**src/hdl/afr_pkg.sv**
```systemverilog
// Package with the register map, field layout and reset values of the configuration bank
package afr_pkg;
    // Register addresses (five-bit register address space)
    localparam logic [4:0] AFR_ADDR_TEST_CFG = 5'h02;
    localparam logic [4:0] AFR_ADDR_REF_CFG = 5'h03;
    localparam logic [4:0] AFR_ADDR_FAULT_CTL = 5'h04;
    localparam logic [4:0] AFR_ADDR_CHAN_FIRST = 5'h05;
    localparam logic [4:0] AFR_ADDR_CHAN_LAST = 5'h0c;
    localparam logic [4:0] AFR_ADDR_POS_FLAGS = 5'h12;
    localparam logic [4:0] AFR_ADDR_NEG_FLAGS = 5'h13;
    localparam logic [4:0] AFR_ADDR_PIN_CTL = 5'h14;

    localparam int AFR_NUM_CHAN = 8;
    localparam int AFR_NUM_PINS = 4;

    // Field positions
    localparam int AFR_TEST_SRC_BIT = 4;
    localparam int AFR_TEST_AMP_BIT = 2;
    localparam int AFR_TEST_FREQ_LSB = 0;
    localparam int AFR_HIREF_BIT = 5;
    localparam int AFR_OPREF_BIT = 3;
    localparam int AFR_OPPWR_BIT = 2;
    localparam int AFR_THR_LSB = 5;
    localparam int AFR_CH_PD_BIT = 7;
    localparam int AFR_CH_GAIN_LSB = 4;
    localparam int AFR_CH_MUX_LSB = 0;
    localparam int AFR_PIN_DATA_LSB = 4;
    localparam int AFR_PIN_DIR_LSB = 0;

    // Storage masks: only these bits hold state, the rest are fixed on readback
    localparam logic [7:0] AFR_TEST_CFG_WMASK = 8'h17;
    localparam logic [7:0] AFR_REF_CFG_WMASK = 8'h2c;
    localparam logic [7:0] AFR_FAULT_WMASK = 8'he0;
    localparam logic [7:0] AFR_CHAN_WMASK = 8'hf7;
    // Reserved bits that always read as one
    localparam logic [7:0] AFR_TEST_CFG_ONES = 8'he0;
    localparam logic [7:0] AFR_REF_CFG_ONES = 8'hc0;

    // Reset values as seen on readback
    localparam logic [7:0] AFR_TEST_CFG_RST = 8'he0;
    localparam logic [7:0] AFR_REF_CFG_RST = 8'he0;
    localparam logic [7:0] AFR_FAULT_RST = 8'h00;
    localparam logic [7:0] AFR_CHAN_RST = 8'h10;
    localparam logic [7:0] AFR_PIN_RST = 8'h0f;

    // Test frequency codes
    localparam logic [1:0] AFR_FREQ_SLOW = 2'h0;
    localparam logic [1:0] AFR_FREQ_FAST = 2'h1;
    localparam logic [1:0] AFR_FREQ_UNUSED = 2'h2;
    localparam logic [1:0] AFR_FREQ_DC = 2'h3;

    // Slow test pulse period is the master clock divided by two to this power
    localparam int AFR_TEST_DIV_LOG2 = 21;
endpackage : afr_pkg

```
**src/hdl/afr_config_regs.sv**
```systemverilog
// Configuration, fault status and auxiliary pin register bank of the analog front end
//
// Functional notes
// - Test source bit: 0 external test signals, 1 internal; resets to 0.
// - Test amplitude bit: 0 one unit of reference/2400, 1 two units.
// - Test frequency: 00 clock/2^21, 01 clock/2^20, 11 dc, 10 unused.
// - High reference bit: 0 gives 2.4 V, 1 gives 4 V; resets to 1.
// - Op-amp reference bit: 0 dedicated pin, 1 mid-supply; resets to 0.
// - Op-amp power bit: 0 powered down, 1 enabled; resets to 0.
// - Reference register bit 0 is read-only with undefined value.
// - Three-bit threshold code selects comparator levels, 95/5 percent down to 70/30.
// - Eight channel registers at 05h to 0Ch, channel order, reset 10h.
// - Channel bit 7: 0 normal operation, 1 channel power-down; resets 0.
// - Channel gain code 001,010,100,101,110 for gains 1,2,4,8,12.
// - Channel input select: normal, mid-supply short, supply, temperature, test signal.
// - Positive fault flags, bit n-1 for channel n, set when over threshold.
// - Negative fault flags, bit n-1 for channel n, set when over threshold.
// - Reading pin data returns the real pin levels in either direction.
// - Writing pin data sets output pins only; input pins are unaffected.
// - Pin direction nibble: 0 output, 1 input; resets to all inputs.
// - Rate code 111 unused; rates scale with the actual master clock.
// - Register read command: start address, count minus one, data follows.
// - Register write command: start address, count minus one, data MSB first.
`timescale 1ns/1ps
module afr_config_regs
    import afr_pkg::*;
#(
    parameter int TEST_DIV_LOG2 = AFR_TEST_DIV_LOG2
) (
    input wire logic REF_CLK,
    input wire logic RESET,
    input wire logic CE,
    input wire logic REG_WR_EN,
    input wire logic REG_RD_EN,
    input wire logic [4:0] REG_ADDR,
    input wire logic [7:0] REG_WDATA,
    output logic [7:0] REG_RDATA,
    input wire logic [AFR_NUM_CHAN-1:0] CHAN_POS_OVER_THRESHOLD,
    input wire logic [AFR_NUM_CHAN-1:0] CHAN_NEG_OVER_THRESHOLD,
    input wire logic [AFR_NUM_PINS-1:0] AUX_PIN_IN,
    output logic [AFR_NUM_PINS-1:0] AUX_PIN_OUT,
    output logic [AFR_NUM_PINS-1:0] AUX_PIN_OE,
    output logic TEST_INTERNAL,
    output logic TEST_AMP_DOUBLE,
    output logic [1:0] TEST_FREQUENCY_SELECT,
    output logic TEST_PULSE,
    output logic HIGH_REFERENCE_SELECT,
    output logic OPAMP_NONINV_SELECT,
    output logic OPAMP_POWER_ENABLE,
    output logic [2:0] FAULT_THRESHOLD_CODE,
    output logic [AFR_NUM_CHAN-1:0] CHANNEL_POWER_DOWN,
    output logic [3*AFR_NUM_CHAN-1:0] CHANNEL_GAIN_CODE,
    output logic [3*AFR_NUM_CHAN-1:0] CHANNEL_INPUT_SELECT
);
    logic [7:0] test_cfg_q;
    logic [7:0] ref_cfg_q;
    logic [7:0] fault_ctl_q;
    logic [7:0] chan_q [AFR_NUM_CHAN];
    logic [3:0] pin_dir_q;
    logic [3:0] pin_out_q;
    logic [3:0] pin_out_d;
    logic [7:0] rdata_q;
    logic [7:0] rdata_d;
    logic [TEST_DIV_LOG2-1:0] test_cnt_q;
    logic [AFR_NUM_CHAN-1:0] pos_meta_q;
    logic [AFR_NUM_CHAN-1:0] pos_sync_q;
    logic [AFR_NUM_CHAN-1:0] neg_meta_q;
    logic [AFR_NUM_CHAN-1:0] neg_sync_q;
    logic [3:0] pin_meta_q;
    logic [3:0] pin_sync_q;

    wire wr = CE && REG_WR_EN;
    wire wr_test = wr && (REG_ADDR == AFR_ADDR_TEST_CFG);
    wire wr_ref = wr && (REG_ADDR == AFR_ADDR_REF_CFG);
    wire wr_fault = wr && (REG_ADDR == AFR_ADDR_FAULT_CTL);
    wire wr_pin = wr && (REG_ADDR == AFR_ADDR_PIN_CTL);
    wire chan_hit = (REG_ADDR >= AFR_ADDR_CHAN_FIRST) && (REG_ADDR <= AFR_ADDR_CHAN_LAST);
    wire [4:0] chan_off = REG_ADDR - AFR_ADDR_CHAN_FIRST;
    wire [2:0] chan_idx = chan_off[2:0];
    wire [3:0] new_dir = REG_WDATA[AFR_PIN_DIR_LSB +: 4];

    // Fault comparators and pins are asynchronous to the register clock
    always_ff @(posedge REF_CLK) begin
        if (RESET) begin
            pos_meta_q <= '0;
            pos_sync_q <= '0;
            neg_meta_q <= '0;
            neg_sync_q <= '0;
            pin_meta_q <= '0;
            pin_sync_q <= '0;
        end else if (CE) begin
            pos_meta_q <= CHAN_POS_OVER_THRESHOLD;
            pos_sync_q <= pos_meta_q;
            neg_meta_q <= CHAN_NEG_OVER_THRESHOLD;
            neg_sync_q <= neg_meta_q;
            pin_meta_q <= AUX_PIN_IN;
            pin_sync_q <= pin_meta_q;
        end
    end

    // Reserved bits are not stored, so stray host values never reach the analog side
    always_ff @(posedge REF_CLK) begin
        if (RESET) begin
            test_cfg_q <= AFR_TEST_CFG_RST & AFR_TEST_CFG_WMASK;
            ref_cfg_q <= AFR_REF_CFG_RST & AFR_REF_CFG_WMASK;
            fault_ctl_q <= AFR_FAULT_RST & AFR_FAULT_WMASK;
        end else begin
            if (wr_test) begin
                test_cfg_q <= REG_WDATA & AFR_TEST_CFG_WMASK;
            end
            if (wr_ref) begin
                ref_cfg_q <= REG_WDATA & AFR_REF_CFG_WMASK;
            end
            if (wr_fault) begin
                fault_ctl_q <= REG_WDATA & AFR_FAULT_WMASK;
            end
        end
    end

    genvar gi;
    generate
        for (gi = 0; gi < AFR_NUM_CHAN; gi++) begin : g_chan
            wire wr_chan = wr && chan_hit && (chan_idx == 3'(gi));
            always_ff @(posedge REF_CLK) begin
                if (RESET) begin
                    chan_q[gi] <= AFR_CHAN_RST;
                end else if (wr_chan) begin
                    chan_q[gi] <= REG_WDATA & AFR_CHAN_WMASK;
                end
            end
            assign CHANNEL_POWER_DOWN[gi] = chan_q[gi][AFR_CH_PD_BIT];
            assign CHANNEL_GAIN_CODE[3*gi +: 3] = chan_q[gi][AFR_CH_GAIN_LSB +: 3];
            assign CHANNEL_INPUT_SELECT[3*gi +: 3] = chan_q[gi][AFR_CH_MUX_LSB +: 3];
        end
    endgenerate

    // Data bits of pins that end up as inputs keep their old output latch value
    assign pin_out_d = (pin_out_q & new_dir) | (REG_WDATA[AFR_PIN_DATA_LSB +: 4] & ~new_dir);

    always_ff @(posedge REF_CLK) begin
        if (RESET) begin
            pin_dir_q <= AFR_PIN_RST[AFR_PIN_DIR_LSB +: 4];
            pin_out_q <= AFR_PIN_RST[AFR_PIN_DATA_LSB +: 4];
        end else if (wr_pin) begin
            pin_dir_q <= new_dir;
            pin_out_q <= pin_out_d;
        end
    end

    // Free-running divider on the master clock, so test rates follow its actual frequency
    always_ff @(posedge REF_CLK) begin
        if (RESET) begin
            test_cnt_q <= '0;
        end else if (CE) begin
            test_cnt_q <= test_cnt_q + 1'b1;
        end
    end

    wire [1:0] freq_sel = test_cfg_q[AFR_TEST_FREQ_LSB +: 2];
    wire test_pulse_w = (freq_sel == AFR_FREQ_SLOW) ? test_cnt_q[TEST_DIV_LOG2-1] :
                        (freq_sel == AFR_FREQ_FAST) ? test_cnt_q[TEST_DIV_LOG2-2] :
                        (freq_sel == AFR_FREQ_DC);

    // Bit 0 of the reference register is read-only and reads as zero here
    wire [7:0] chan_rd = chan_q[chan_idx];
    always_comb begin
        rdata_d = 8'h00;
        if (REG_ADDR == AFR_ADDR_TEST_CFG) begin
            rdata_d = test_cfg_q | AFR_TEST_CFG_ONES;
        end else if (REG_ADDR == AFR_ADDR_REF_CFG) begin
            rdata_d = ref_cfg_q | AFR_REF_CFG_ONES;
        end else if (REG_ADDR == AFR_ADDR_FAULT_CTL) begin
            rdata_d = fault_ctl_q;
        end else if (chan_hit) begin
            rdata_d = chan_rd;
        end else if (REG_ADDR == AFR_ADDR_POS_FLAGS) begin
            rdata_d = pos_sync_q;
        end else if (REG_ADDR == AFR_ADDR_NEG_FLAGS) begin
            rdata_d = neg_sync_q;
        end else if (REG_ADDR == AFR_ADDR_PIN_CTL) begin
            rdata_d = {pin_sync_q, pin_dir_q};
        end
    end

    always_ff @(posedge REF_CLK) begin
        if (RESET) begin
            rdata_q <= 8'h00;
        end else if (CE && REG_RD_EN) begin
            rdata_q <= rdata_d;
        end
    end

    assign REG_RDATA = rdata_q;
    assign AUX_PIN_OUT = pin_out_q;
    assign AUX_PIN_OE = ~pin_dir_q;
    assign TEST_INTERNAL = test_cfg_q[AFR_TEST_SRC_BIT];
    assign TEST_AMP_DOUBLE = test_cfg_q[AFR_TEST_AMP_BIT];
    assign TEST_FREQUENCY_SELECT = freq_sel;
    assign TEST_PULSE = test_pulse_w;
    assign HIGH_REFERENCE_SELECT = ref_cfg_q[AFR_HIREF_BIT];
    assign OPAMP_NONINV_SELECT = ref_cfg_q[AFR_OPREF_BIT];
    assign OPAMP_POWER_ENABLE = ref_cfg_q[AFR_OPPWR_BIT];
    assign FAULT_THRESHOLD_CODE = fault_ctl_q[AFR_THR_LSB +: 3];
endmodule : afr_config_regs

```
**config.mk**
```make
export PLATFORM = sky130hd
export DESIGN_NAME = afr_config_regs
export DESIGN_NICKNAME = d
export VERILOG_FILES = /design/src/hdl/afr_pkg.sv /design/src/hdl/afr_config_regs.sv
export SDC_FILE = /design/constraint.sdc
export NUM_CORES = 1
export LEC_CHECK = 0
export ABC_AREA = 1
export BUFFER_PORTS_ARGS = -buffer_cell sky130_fd_sc_hd__buf_2
export CAP_MARGIN = 20
export CORE_UTILIZATION = 60
export DETAILED_ROUTE_END_ITERATION = 7
export GPL_TIMING_DRIVEN = 0
export MAX_ROUTING_LAYER = met4
export PLACE_DENSITY = 0.95
export SLEW_MARGIN = 30
export SYNTH_ARGS = -nofsm -noshare
export SYNTH_HDL_FRONTEND = slang
export SYNTH_SLANG_ARGS = --single-unit
```
**constraint.sdc**
```tcl
create_clock -name REF_CLK -period 7.6 [get_ports REF_CLK]
set_clock_uncertainty 0.1 [all_clocks]
set_input_delay 1.52 -clock REF_CLK [delete_from_list [all_inputs] [get_ports REF_CLK]]
set_output_delay 1.52 -clock REF_CLK [all_outputs]
set_load 0.005 [all_outputs]
```
After elaboration in Yosys (flattened, before gate mapping). Memory sizes are Yosys's and may differ from the RTL's. Cells that the tools add are included.

Flip-flop bits (word level): 87. Memory bits (writable): 56. Output and inout port bits: 83. Memories: 1.

Memory list: chan_q (depth 8, width 7, rd ports 9, clocked after Yosys merged registers in 0, write ports 8, RTL line afr_config_regs.sv:58) `logic [7:0] chan_q [AFR_NUM_CHAN];`.

Equality and inequality tests: 15. Muxes and demuxes: 43. Magnitude comparators: 2. Add/sub/neg operators: 2. Bitwise operators: 13. Reductions and logical operators: 18.

Operator list (count): $mux 7 (8); $mux 8 (7); $mux 1 (28); $add 21x1->21 const B (1); $logic_and 1x1->1 (16); $eq 5x5->1 const B (3); $eq 3x3->1 const B (4); $eq 5x2->1 const B (2); $and 4x4->4 (2); $not 4->4 (2); $or 1x1->1 (8); $eq 3x2->1 const B (2); $eq 5x3->1 const B (1); $ge 5x3->1 const B (1); $le 5x4->1 const B (1); $or 4x4->4 (1); $eq 3x1->1 const B (1); $logic_not 3->1 (1); $sub 3x3->3 const B (1); $eq 2x1->1 const B (1); $eq 2x2->1 const B (1); $logic_not 2->1 (1).

Depth between registers and ports, before layout.
Depth after elaboration: 8. Depth in mapped cells: 14. Mapped depth without buffers: 12.

Least setup slack after synthesis. Ideal clock, no wire load.

Kind: in2reg. From: input REG_ADDR[0]. To: memory chan_q[3][3] (netlist name), data pin. Path buffers: 2. Cell stages on the path: 10. Path slack: 4.144 ns. Data arrival time: 3.094 ns. Cell sequence: inv_1 -> buf_2 -> buf_2 -> ha_1 -> inv_1 -> nand3_2 -> nand3_4 -> nor2_4 -> nand4_1 -> or2_2.

RTL lines: start, declared (RTL line afr_config_regs.sv:35) `input wire logic [4:0] REG_ADDR,`; end, declared (RTL line afr_config_regs.sv:58).

==> metrics <==
run status=finished, final reports clean; Synth-to-Final Area Change=20.7%; global-route wire length before repair=approximately 28 mm; Slew HR=~52%; Final GP Congestion=0.952; Vias per Instance=5.83; DR WL/cell=16.6 um; number of global-route vias before repair=5919; critical path fanouts, max=12; placed cell area=slightly above 7000 um^2; remaining antenna violation count=0; CTS tree=built; Seq pwr share=46.9%; die area=roughly 11000 um^2; cell taking the most area after synthesis=dfxtp_1; Pins Over Slew Limit=0; Num CTS Buffers=17; number of port buffers=about 120; sequential cell area fraction in the yosys report=53.1%; number of synthesized register bits=143; Remaining DRCs=0; most common cell in the netlist=nor2_1; minimum clock period=3640 ps; post-route setup slack=3960 ps; Die Ht=106 um; P_int=0.00135 W; Finished Layout Cells=1078; Setup violations, final=0; I/O pins=121; Worst setup EP type=register; Sw Ratio=25.5%; syn_nets=836; predominant post-synthesis flop cell=dfxtp_1; First-pass DRT Iterations=5; DP HPWL=12.5 mm; Final Cell Area=just under 8000 um^2; crit share post-route=47.9%; crit start category=input pin; count of final hold-check violations=0; die width=106 um; final wirelength=17.9 mm; post-CTS sizing=0; static leakage power=3.36 nW; Clock Tree Root=clkbuf_8; Mapped Area=6440 um^2; RSZ-0062 raised after global routing=no; setup bufs post-CTS=0; number of library cell types mapped by synthesis=31; Setup WS pre-CTS=3540 ps; initial core utilization=62.1%; CTS H-tree depth=4; CP required=7780 ps; Gate power share=9.4%; First DRT Iteration DRCs=670; CTS clk-pin slew, worst paths=60 ps; YS warnings=0; largest net degree at the start of global routing=17; FFs w/ async S/R, synth=0%; Post-synth top cells=nor2_1 (184), nand2_1 (119), o21ai_0 (89), dfxtp_1 (87), nand3_1 (64); ant diodes=0; share of layout cells above drive strength 1=21.1%; fmax=274 MHz; post-synth top area share=27.0%; CORE AREA=10400 um^2; EDFF count, synth=56; Peak VDD IR=0.000138 V; Post-Place Cells=1046; Clock Path Buffers=2; initial antenna violation count=0; Cell Rows=37; total grt overflow=0; clock share of power=a little over two fifths; Area contributors post-synth=dfxtp_1 (27%), edfxtp_1 (26%), nor2_1 (11%), nand2_1 (6.9%), o21ai_0 (6.9%); Clock Latency Late Sink=540 ps; Layout Nets=around 970; MaxCap Viol Count=0; total number of vias=roughly 6.3k; synthesized instance count=792; Worst Path Arrival=3830 ps; hold buffer count at cts=0; Hold Path Class=reg2reg; pwr/cell area=234 nW/um^2; CP Class=in2reg; worst slew pin tran=720 ps; Total Routing Usage GR=34.1%; TritonCTS Sinks=143; post-route setup TNS=0 ps; Final Util=75.0%; Psw=~0.00046 W; syn avg cell area=~8 um^2
==> through the flow <==
step           total power (W)  hold WS (ps)
4_1_cts                0.00181           367
5_1_grt                0.00187           398
3_5_place_dp           0.00103           359
6_report               0.00182           360
2_1_floorplan         0.000960           334
3_3_place_gp           0.00102           349
==> state kept, by name (all words and copies together) (netlist names), named ones only <==
name         count
pos_sync_q       8
pos_meta_q       8
neg_meta_q       8
pin_dir_q        4
fault_ctl_q      3
chan_q          56
test_cfg_q       4
pin_sync_q       4
REG_RDATA        8
test_cnt_q      21
neg_sync_q       8
pin_meta_q       4
ref_cfg_q        3
==> layer usage <==
layer / GRT usage [%] / up-vias / share of wire, %
met2: 55.7 / 408 / 48
met1: 39.2 / 2896 / 38
met3: 7.05 / 81 / 9.4
li1: - / 2904 / -
met4: 19.0 / 0 / 4.9
met5: - / - / 0
==> final cells by class <==
class / count / area (um^2)
Clock buffer: 23 / 502
Inverter: 54 / 203
Clock inverter: 9 / 68.8
Timing Repair Buffer: 118 / 591
Tap cell: 136 / 170
Sequential cell: 143 / 3420
Multi-Input combinational cell: 559 / 2650
Fill cell: 740 / 2600
Buffer: 36 / 171
==> worst paths after layout <==
kind | startpoint | to | slack (ps) | cells past startpoint
setup / recovery | REG_ADDR[0] | chan_q[3][3]$_SDFFCE_PN1P_ | 3960 | 11
hold / removal | register | register | 360 | 2
setup reg to reg | test_cnt_q[9]$_SDFFE_PP0P_ | test_cnt_q[20]$_SDFFE_PP0P_ | 5700 | 9
hold reg to reg | register | register | 360 | 2
==> layout by cell type (no fill, tap or decap), drive strengths merged <==
master and count:
nor2 195, buf 134, nand2 120, o21ai 90, dfxtp 87, nand3 72
edfxtp 56, inv 55, clkbuf 43, a21oi 40, nand4 11, clkinv 7
ha 6, nor3 5, xor2 5, o211ai 5, or2 5, o21bai 3
nor4 1, o21a 1, clkinvlp 1
==> power groups by stage <==
stage	logic [W]	registers (W)	clock network, W
2_1_floorplan	0.0000963	0.000864	0
3_3_place_gp	0.000159	0.000865	0
3_5_place_dp	0.000163	0.000867	0
4_1_cts	0.000167	0.000851	0.000790
5_1_grt	0.000186	0.000854	0.000825
6_report	0.000171	0.000852	0.000792
==> worst max-delay path: stages <==
cell	delay, ps
buf_2	150
inv_1	70
buf_2	210
buf_2	320
ha_1	390
inv_1	90
nand3_2	90
nand3_4	130
nor2_4	140
nand4_1	320
or2_2	400
==> logic make-up after synthesis <==
group,Yosys count,synth area share [%]
xor+xnor,5,0.680
flops,143,53.1
buf+inv,90,5.81
compound gates,139,11.1
fa+ha+maj,6,1.17
simple gates,409,28.1
No activity file was read; power rests on OpenSTA's default activity.
